[src/rtl/adm_pkg.sv]
// adm_pkg: addresses, field positions, reset values, timing counts and types
// for the successive-approximation converter control block.
// assumes: byte-wide special-function-register bus, one 40 MHz clock.

package adm_pkg;

   ////////////////////////////////////////////////////////////////////////////
   // register map
   localparam logic [19:0] ADM_CTRL_ADDR      = 20'hfff30;
   localparam logic [19:0] ADM_RES_SEL_ADDR   = 20'hf0010;
   localparam logic [19:0] ADM_RESULT_HI_ADDR = 20'hfff1f;
   localparam logic [19:0] ADM_RESULT_LO_ADDR = 20'hfff1e;

   localparam int ADM_CTRL_START_BIT  = 7;
   localparam int ADM_CTRL_DIV_HI_BIT = 5;
   localparam int ADM_CTRL_DIV_LO_BIT = 4;
   localparam int ADM_CTRL_SAMP_BIT   = 3;
   localparam int ADM_CTRL_ENABLE_BIT = 0;
   localparam int ADM_RES_SEL_BIT     = 0;

   localparam logic [7:0] ADM_REG_RESET    = 8'h00;
   localparam logic [7:0] ADM_UNMAPPED_VAL = 8'h00;

   ////////////////////////////////////////////////////////////////////////////
   // conversion timing, in conversion clocks
   localparam logic [3:0] ADM_SAMPLE_FAD_LONG  = 4'h7;
   localparam logic [3:0] ADM_SAMPLE_FAD_SHORT = 4'h5;
   localparam logic [3:0] ADM_FINISH_FAD       = 4'h2;
   localparam logic [3:0] ADM_CONV_STATE_FAD   = 4'h2;
   localparam logic [4:0] ADM_CONV_FAD_LONG    = 5'h13;
   localparam logic [4:0] ADM_CONV_FAD_SHORT   = 5'h11;
   localparam logic [3:0] ADM_MSB_INDEX        = 4'h9;
   localparam logic [3:0] ADM_LSB_INDEX_10     = 4'h0;
   localparam logic [3:0] ADM_LSB_INDEX_8      = 4'h2;
   localparam logic [9:0] ADM_SAR_FIRST_TRIAL  = 10'h200;

   ////////////////////////////////////////////////////////////////////////////
   // clock divider selections and terminal counts
   localparam logic [1:0] ADM_DIV_SEL_8 = 2'h0;
   localparam logic [1:0] ADM_DIV_SEL_4 = 2'h1;
   localparam logic [1:0] ADM_DIV_SEL_2 = 2'h2;
   localparam logic [1:0] ADM_DIV_SEL_1 = 2'h3;
   localparam logic [2:0] ADM_DIV_LAST_8 = 3'h7;
   localparam logic [2:0] ADM_DIV_LAST_4 = 3'h3;
   localparam logic [2:0] ADM_DIV_LAST_2 = 3'h1;
   localparam logic [2:0] ADM_DIV_LAST_1 = 3'h0;

   ////////////////////////////////////////////////////////////////////////////
   // types
   typedef enum logic [1:0] {
      ADM_MODE_STOP       = 2'b00,
      ADM_MODE_STANDBY    = 2'b01,
      ADM_MODE_PROHIBITED = 2'b10,
      ADM_MODE_CONVERT    = 2'b11
   } adm_mode_type;

   typedef enum logic [2:0] {
      ADM_ST_IDLE    = 3'b000,
      ADM_ST_SETUP   = 3'b001,
      ADM_ST_SAMPLE  = 3'b010,
      ADM_ST_COMPARE = 3'b011,
      ADM_ST_FINISH  = 3'b100
   } adm_state_type;

   typedef struct packed {
      logic       conv_start_flag;
      logic [1:0] clock_div_sel;
      logic       sampling_length_sel;
      logic       comparator_enable_flag;
   } adm_ctrl_type;

   localparam adm_ctrl_type ADM_CTRL_RESET = '{1'b0, 2'h0, 1'b0, 1'b0};

endpackage

[src/rtl/adm_clk_div.sv]
// adm_clk_div: conversion clock enable from the peripheral clock.
// assumes: run_i drops between conversions so each starts on a fresh count.
`timescale 1ns/1ps

module adm_clk_div
   import adm_pkg::*;
(
   // clock and reset
   input  wire logic       clk_i,
   input  wire logic       reset_i,
   // control
   input  wire logic       run_i,
   input  wire logic [1:0] div_sel_i,
   // conversion clock enable
   output      logic       tick_o
);

   logic [2:0] cnt_q;
   logic [2:0] cnt_d;
   logic [2:0] last;

   ////////////////////////////////////////////////////////////////////////////
   // divider ratio select
   always_comb begin
      unique case (div_sel_i)
         ADM_DIV_SEL_8: last = ADM_DIV_LAST_8;
         ADM_DIV_SEL_4: last = ADM_DIV_LAST_4;
         ADM_DIV_SEL_2: last = ADM_DIV_LAST_2;
         ADM_DIV_SEL_1: last = ADM_DIV_LAST_1;
      endcase
   end

   assign tick_o = run_i && (cnt_q >= last);

   always_comb begin
      cnt_d = 3'h0;
      if (run_i && !tick_o) begin
         cnt_d = cnt_q + 3'h1;
      end
   end

   always_ff @(posedge clk_i) begin
      if (reset_i) begin
         cnt_q <= 3'h0;
      end else begin
         cnt_q <= cnt_d;
      end
   end

endmodule

[src/rtl/adm_sar_ctrl.sv]
// adm_sar_ctrl: mode registers, conversion sequencer and result registers
// of the successive-approximation converter.
// assumes: byte register port with one-cycle write and read strobes;
// comparator output compare_i is valid in the clock of each trial.
`timescale 1ns/1ps

module adm_sar_ctrl
   import adm_pkg::*;
(
   // clock and reset
   input  wire logic        clk_i,
   input  wire logic        reset_i,
   // register port
   input  wire logic [19:0] sfr_addr_i,
   input  wire logic [7:0]  sfr_wdata_i,
   input  wire logic        sfr_wr_i,
   input  wire logic        sfr_rd_i,
   output      logic [7:0]  sfr_rdata_o,
   // comparator and sampling side
   input  wire logic        compare_i,
   output      logic        comparator_power_o,
   output      logic        sample_o,
   output      logic [9:0]  trial_code_o,
   // status
   output      adm_mode_type conv_mode_o,
   output      logic        conversion_done_irq_o
);

   adm_ctrl_type  ctl_q, ctl_d;
   logic          res_q, res_d;
   adm_state_type state_q, state_d;
   logic [3:0]    cnt_q, cnt_d;
   logic [3:0]    bit_q, bit_d;
   logic [9:0]    sar_q, sar_d;
   logic [7:0]    result_hi_q, result_hi_d;
   logic [1:0]    result_lo_q, result_lo_d;
   logic          irq_q, irq_d;
   logic [7:0]    rdata_q, rdata_d;
   logic          tick;
   logic          ctrl_wr;
   logic [3:0]    samp_len;
   logic [3:0]    lsb_index;

   ////////////////////////////////////////////////////////////////////////////
   // conversion clock
   adm_clk_div u_clk_div (
      .clk_i     (clk_i),
      .reset_i   (reset_i),
      .run_i     (ctl_q.conv_start_flag),
      .div_sel_i (ctl_q.clock_div_sel),
      .tick_o    (tick)
   );

   assign ctrl_wr   = sfr_wr_i && (sfr_addr_i == ADM_CTRL_ADDR);
   assign samp_len  = ctl_q.sampling_length_sel ? ADM_SAMPLE_FAD_SHORT : ADM_SAMPLE_FAD_LONG;
   assign lsb_index = res_q ? ADM_LSB_INDEX_8 : ADM_LSB_INDEX_10;

   ////////////////////////////////////////////////////////////////////////////
   // next state of registers and sequencer
   always_comb begin
      ctl_d       = ctl_q;
      res_d       = res_q;
      state_d     = state_q;
      cnt_d       = cnt_q;
      bit_d       = bit_q;
      sar_d       = sar_q;
      result_hi_d = result_hi_q;
      result_lo_d = result_lo_q;
      irq_d       = 1'b0;
      rdata_d     = rdata_q;

      if (ctrl_wr) begin
         ctl_d.comparator_enable_flag = sfr_wdata_i[ADM_CTRL_ENABLE_BIT];
         ctl_d.clock_div_sel = {sfr_wdata_i[ADM_CTRL_DIV_HI_BIT],
                                sfr_wdata_i[ADM_CTRL_DIV_LO_BIT]};
         ctl_d.sampling_length_sel = sfr_wdata_i[ADM_CTRL_SAMP_BIT];
         ctl_d.conv_start_flag = sfr_wdata_i[ADM_CTRL_START_BIT]
                                 && ctl_q.comparator_enable_flag
                                 && sfr_wdata_i[ADM_CTRL_ENABLE_BIT];
      end
      if (sfr_wr_i && (sfr_addr_i == ADM_RES_SEL_ADDR)) begin
         res_d = sfr_wdata_i[ADM_RES_SEL_BIT];
      end

      if (!ctl_q.conv_start_flag) begin
         state_d = ADM_ST_IDLE;
      end else begin
         unique case (state_q)
            ADM_ST_IDLE: begin
               state_d = ADM_ST_SETUP;
               cnt_d   = 4'h0;
            end
            ADM_ST_SETUP: begin
               if (tick) begin
                  if (cnt_q == ADM_CONV_STATE_FAD - 4'h1) begin
                     state_d = ADM_ST_SAMPLE;
                     cnt_d   = 4'h0;
                  end else begin
                     cnt_d = cnt_q + 4'h1;
                  end
               end
            end
            ADM_ST_SAMPLE: begin
               if (tick) begin
                  if (cnt_q == samp_len - 4'h1) begin
                     state_d = ADM_ST_COMPARE;
                     bit_d   = ADM_MSB_INDEX;
                     sar_d   = ADM_SAR_FIRST_TRIAL;
                  end else begin
                     cnt_d = cnt_q + 4'h1;
                  end
               end
            end
            ADM_ST_COMPARE: begin
               if (tick) begin
                  sar_d[bit_q] = compare_i;
                  // stop at bit 2 in 8-bit mode
                  if (bit_q == lsb_index) begin
                     state_d = ADM_ST_FINISH;
                     cnt_d   = 4'h0;
                  end else begin
                     sar_d[bit_q - 4'h1] = 1'b1;
                     bit_d = bit_q - 4'h1;
                  end
               end
            end
            ADM_ST_FINISH: begin
               if (tick) begin
                  if (cnt_q == ADM_FINISH_FAD - 4'h1) begin
                     result_hi_d = sar_q[9:2];
                     result_lo_d = res_q ? 2'h0 : sar_q[1:0];
                     irq_d       = 1'b1;
                     ctl_d.conv_start_flag = 1'b0;
                     state_d = ADM_ST_IDLE;
                  end else begin
                     cnt_d = cnt_q + 4'h1;
                  end
               end
            end
            default: state_d = ADM_ST_IDLE;
         endcase
      end

      if (sfr_rd_i) begin
         unique case (sfr_addr_i)
            ADM_CTRL_ADDR: begin
               rdata_d = 8'h00;
               rdata_d[ADM_CTRL_START_BIT]  = ctl_q.conv_start_flag;
               rdata_d[ADM_CTRL_DIV_HI_BIT] = ctl_q.clock_div_sel[1];
               rdata_d[ADM_CTRL_DIV_LO_BIT] = ctl_q.clock_div_sel[0];
               rdata_d[ADM_CTRL_SAMP_BIT]   = ctl_q.sampling_length_sel;
               rdata_d[ADM_CTRL_ENABLE_BIT] = ctl_q.comparator_enable_flag;
            end
            ADM_RES_SEL_ADDR: begin
               rdata_d = 8'h00;
               rdata_d[ADM_RES_SEL_BIT] = res_q;
            end
            ADM_RESULT_HI_ADDR: rdata_d = result_hi_q;
            ADM_RESULT_LO_ADDR: rdata_d = {result_lo_q, 6'h00};
            default:            rdata_d = ADM_UNMAPPED_VAL;
         endcase
      end
   end

   ////////////////////////////////////////////////////////////////////////////
   // registers
   always_ff @(posedge clk_i) begin
      if (reset_i) begin
         ctl_q       <= ADM_CTRL_RESET;
         res_q       <= 1'b0;
         state_q     <= ADM_ST_IDLE;
         cnt_q       <= 4'h0;
         bit_q       <= 4'h0;
         sar_q       <= 10'h000;
         result_hi_q <= ADM_REG_RESET;
         result_lo_q <= 2'h0;
         irq_q       <= 1'b0;
         rdata_q     <= ADM_REG_RESET;
      end else begin
         ctl_q       <= ctl_d;
         res_q       <= res_d;
         state_q     <= state_d;
         cnt_q       <= cnt_d;
         bit_q       <= bit_d;
         sar_q       <= sar_d;
         result_hi_q <= result_hi_d;
         result_lo_q <= result_lo_d;
         irq_q       <= irq_d;
         rdata_q     <= rdata_d;
      end
   end

   ////////////////////////////////////////////////////////////////////////////
   // outputs
   // comparator runs while enabled
   assign comparator_power_o    = ctl_q.comparator_enable_flag;
   assign conv_mode_o           = adm_mode_type'({ctl_q.conv_start_flag,
                                                  ctl_q.comparator_enable_flag});
   assign sample_o              = (state_q == ADM_ST_SAMPLE);
   assign trial_code_o          = sar_q;
   assign conversion_done_irq_o = irq_q;
   assign sfr_rdata_o           = rdata_q;

   ////////////////////////////////////////////////////////////////////////////
   // checks
   logic [4:0] fad_seen_q;

   always_ff @(posedge clk_i) begin
      if (reset_i || state_q == ADM_ST_SETUP) begin
         fad_seen_q <= 5'h00;
      end else if (tick && state_q != ADM_ST_IDLE) begin
         fad_seen_q <= fad_seen_q + 5'h01;
      end
   end
endmodule

[config.mk]
export PLATFORM = sky130hd
export DESIGN_NAME = adm_sar_ctrl
export DESIGN_NICKNAME = d
export VERILOG_FILES = /design/src/rtl/adm_pkg.sv /design/src/rtl/adm_clk_div.sv /design/src/rtl/adm_sar_ctrl.sv
export SDC_FILE = /design/constraint.sdc
export NUM_CORES = 1
export LEC_CHECK = 0
export BUFFER_PORTS_ARGS = -buffer_cell sky130_fd_sc_hd__buf_2
export CELL_PAD_IN_SITES_DETAIL_PLACEMENT = 0
export CELL_PAD_IN_SITES_GLOBAL_PLACEMENT = 1
export CORE_UTILIZATION = 40
export CTS_BUF_LIST = sky130_fd_sc_hd__clkbuf_16
export DETAILED_ROUTE_END_ITERATION = 12
export GPL_ROUTABILITY_DRIVEN = 0
export GPL_TIMING_DRIVEN = 0
export PLACE_DENSITY_LB_ADDON = 0.1
export SLEW_MARGIN = 0
export SYNTH_ARGS = -nofsm -noshare
export SYNTH_HDL_FRONTEND = slang
export SYNTH_SLANG_ARGS = --single-unit
[constraint.sdc]
create_clock -name clk_i -period 5.1 [get_ports clk_i]
set_input_delay 0.255 -clock clk_i [delete_from_list [all_inputs] [get_ports clk_i]]
set_output_delay 0.255 -clock clk_i [all_outputs]
set_load 0.01 [all_outputs]
==> impl_metrics.tcl <==
set metrics [dict create \
    rows 30 \
    netlist.area_leader.share 0.353 \
    antenna_found_initial 0 \
    die_area_sq_um 7290 \
    netlist_area_sq_um 2780 \
    ir_worst_vdd_uv 149 \
    fin_tns_setup_ns 0 \
    drv_cap 0 \
    leakage_nw 1.35 \
    fill_cells 716 \
    worstPathRequired_ns 5.32 \
    synth-async-reset-ratio 0 \
    arrival_ns 2.94 \
    ys_seq_elements 49 \
    r2r_cells 7 \
    clkTransAtPathRegs_ns 0.08 \
    multi_input_area_sq_um 1660 \
    drc 0 \
    yosys_warnings 0 \
    final-setup-viol-count 0 \
    cts_max_path_buffers 2 \
    slew_viol_final 0 \
    final_antenna_net_count 0 \
    hold_path_startpoint "sfr_wdata_i[5]" \
    die_y_um 85.4 \
    fin_ws_ns 2.38 \
    placed_cell_area_sq_um 3130 \
    finalCriticalPeriod_ns 2.72 \
    synth_top_area_cell "dfxtp_1" \
    cts_resized 0 \
    initial_core_util 0.412 \
    holdPathStages 3 \
    skew_ns 0.0137 \
    pre_cts_slack_ns 2.33 \
    hold_end "ctl_q[3]$_SDFFE_PP0N_" \
    post_cts_buffers 0 \
    finalCritPeriodShare 0.533 \
    final_cells 475 \
    io_buffers 50 \
    wl_per_cell_um 16.0 \
    drt_wl_total_mm 7.58 \
    r2r_slack_ns 2.38 \
    dp.cells 467 \
    post-synth-top-count-cell "dfxtp_1" \
    fp.dieW_um 85.4 \
    hold_violations 0 \
    grtUsageTotal 0.215 \
    synthTopCellsByArea "dfxtp_1 (35%), mux2i_1 (6.5%), nor2_1 (5.7%)" \
    synth_ff_type "dfxtp_1" \
    seqCellArea_sq_um 981 \
    drive_gt1_frac 0.185 \
    holdBufCountCts 0 \
    grt_pass1_vias 2485 \
    grt_overflow 0 \
    drtIter0Drc 164 \
    io_pins 56 \
    cts_tree "yes" \
    grt_max_degree 18 \
    num_vias 2673 \
    vias_per_cell 5.63 \
    area.growth.synth_to_final_pct 18.9 \
    utilization 0.489 \
    antenna_cells 0 \
    grt_pass1_wl_mm 12.4 \
    nets 438 \
    fin_area_sq_um 3310 \
    powerDensity_nw_per_um2 246 \
    outcome "finished clean" \
    synth_area_per_cell_sq_um 8.25 \
    crit_path_max_fanout 7 \
    htreeDepth 2 \
    clkLatencyLatePin_ns 0.30 \
    r2r-start "ctl_q[2]$_SDFFE_PP0N_" \
    ys_types 57 \
    dr.pass1.iters 4 \
    synthCells 337 \
    setup.worst_path.end_class "flop" \
    cp-start-kind "flop" \
    numCtsBuffers 5 \
    criticalPathCategory "reg -> reg" \
    ys_seq_area_frac 0.353 \
    core_sq_um 6760 \
    clock-sinks 49 \
    cts_root_buf "clkbuf_16" \
    synth_nets 381 \
    place_hpwl_mm 5.82 \
    tightest_slew_ns 1.10 \
    hp-class "in -> reg" \
    reg2reg_to "trial_code_o[8]$_SDFFE_PP0P_" \
    synthTopCellsByCount "dfxtp_1 (49), nor2_1 (42), a21oi_1 (23), nand2_1 (21)" \
    rsz0062_at_grt "false" \
    slew_headroom 0.257 \
    max_freq_mhz 368 \
    synth_edf_count 0 \
]
-- cell type report --
cell class,count,share of cell area
plain buffers,24,0.0310
inverters,9,0.0102
clock buffers,5,0.0378
well taps,80,0.0303
multi-input cells,255,0.503
flip-flops and latches,49,0.297
repair buffers,50,0.0757
clock inverters,3,0.0151
-- worst max path at each step --
| stage | slack [ns] | end | from | cells past startpoint |
|---|---|---|---|---|
| 2_1_floorplan | 2.74 | result_lo_q[0]$_SDFFE_PP0P_ | ctl_q[2]$_SDFFE_PP0N_ | 8 |
| 3_3_place_gp | 2.32 | trial_code_o[8]$_SDFFE_PP0P_ | ctl_q[2]$_SDFFE_PP0N_ | 7 |
| 3_5_place_dp | 2.33 | trial_code_o[8]$_SDFFE_PP0P_ | ctl_q[2]$_SDFFE_PP0N_ | 7 |
| 4_1_cts | 2.30 | trial_code_o[8]$_SDFFE_PP0P_ | ctl_q[2]$_SDFFE_PP0N_ | 7 |
| 5_1_grt | 2.11 | trial_code_o[8]$_SDFFE_PP0P_ | ctl_q[2]$_SDFFE_PP0N_ | 7 |
| 6_report | 2.38 | trial_code_o[8]$_SDFFE_PP0P_ | ctl_q[2]$_SDFFE_PP0N_ | 7 |
-- state kept, by name, summed over array words and instances, names as in the netlist --
signal and cells:
comparator_power_o 1, res_q 1, result_lo_q 2, conversion_done_irq_o 1, result_hi_q 8, conv_mode_o 1, u_clk_div.cnt_q 3, trial_code_o 10
bit_q 4, cnt_q 4, state_q 3, sfr_rdata_o 8, ctl_q 3
-- stage by stage --
step,power [mW],hold WS (ns)
after floorplan,0.407,0.399
after global placement,0.426,0.441
after detailed placement,0.427,0.447
after CTS,0.819,0.200
after global routing,0.839,0.214
final,0.815,0.199
-- cells in the final DEF, fill, tap and decap left out, types with 3 or more instances in the layout --
| cell type | n |
|---|---|
| buf_2 | 53 |
| dfxtp_1 | 49 |
| nor2_1 | 42 |
| a21oi_1 | 23 |
| nand2_1 | 21 |
| clkbuf_1 | 18 |
| mux2i_1 | 18 |
| o21ai_0 | 16 |
| nand3_1 | 13 |
| ha_1 | 11 |
| nand4_1 | 10 |
| inv_1 | 9 |
| nor3_1 | 8 |
| nor2b_1 | 8 |
| a22oi_1 | 7 |
| nor3b_1 | 6 |
| o31ai_1 | 5 |
| clkbuf_16 | 5 |
| nand2b_1 | 4 |
| a211oi_1 | 4 |
| mux2_2 | 4 |
| a311oi_1 | 4 |
| nor4_1 | 3 |
| and3_1 | 3 |
| or3_1 | 3 |
| nand3b_1 | 3 |
-- cells by family after synthesis --
logic type                 after synthesis  share of synthesized area
muxes                                   22                     0.0810
buffers and inverters                   33                     0.0490
AOI/OAI and AO/OA                       80                      0.192
adders and majority gates               11                     0.0495
and+or+nand+nor                        139                      0.266
xor gates and xnor gates                 3                    0.00945
DFF                                     49                      0.353
-- routing by layer --
layer  part of all wire  up-vias  GRT usage
li1                   -     1352          -
met1               0.48     1282      0.292
met2               0.48       35      0.361
met3              0.025        4     0.0311
met4             0.0078        0     0.0485
met5                  0        -          0
-- report_power, final --
| part | internal, mW | leakage (nW) | total [mW] | switching [mW] |
|---|---|---|---|---|
| clock | 0.236 | 0.0859 | 0.397 | 0.161 |
| sequential | 0.384 | 0.395 | 0.385 | 0.00103 |
| combinational | 0.0133 | 0.869 | 0.0322 | 0.0189 |
-- critical path, cell delays in order, from the launching register on --
cell     delay (ns)
dfxtp_1        0.34
or2_2          0.30
ha_1           0.30
nand2_1        0.09
o21a_1         0.27
nor4_1         0.86
o21ai_0        0.27
a21oi_1        0.20
Note: power is estimated with default switching activity, not from simulation.
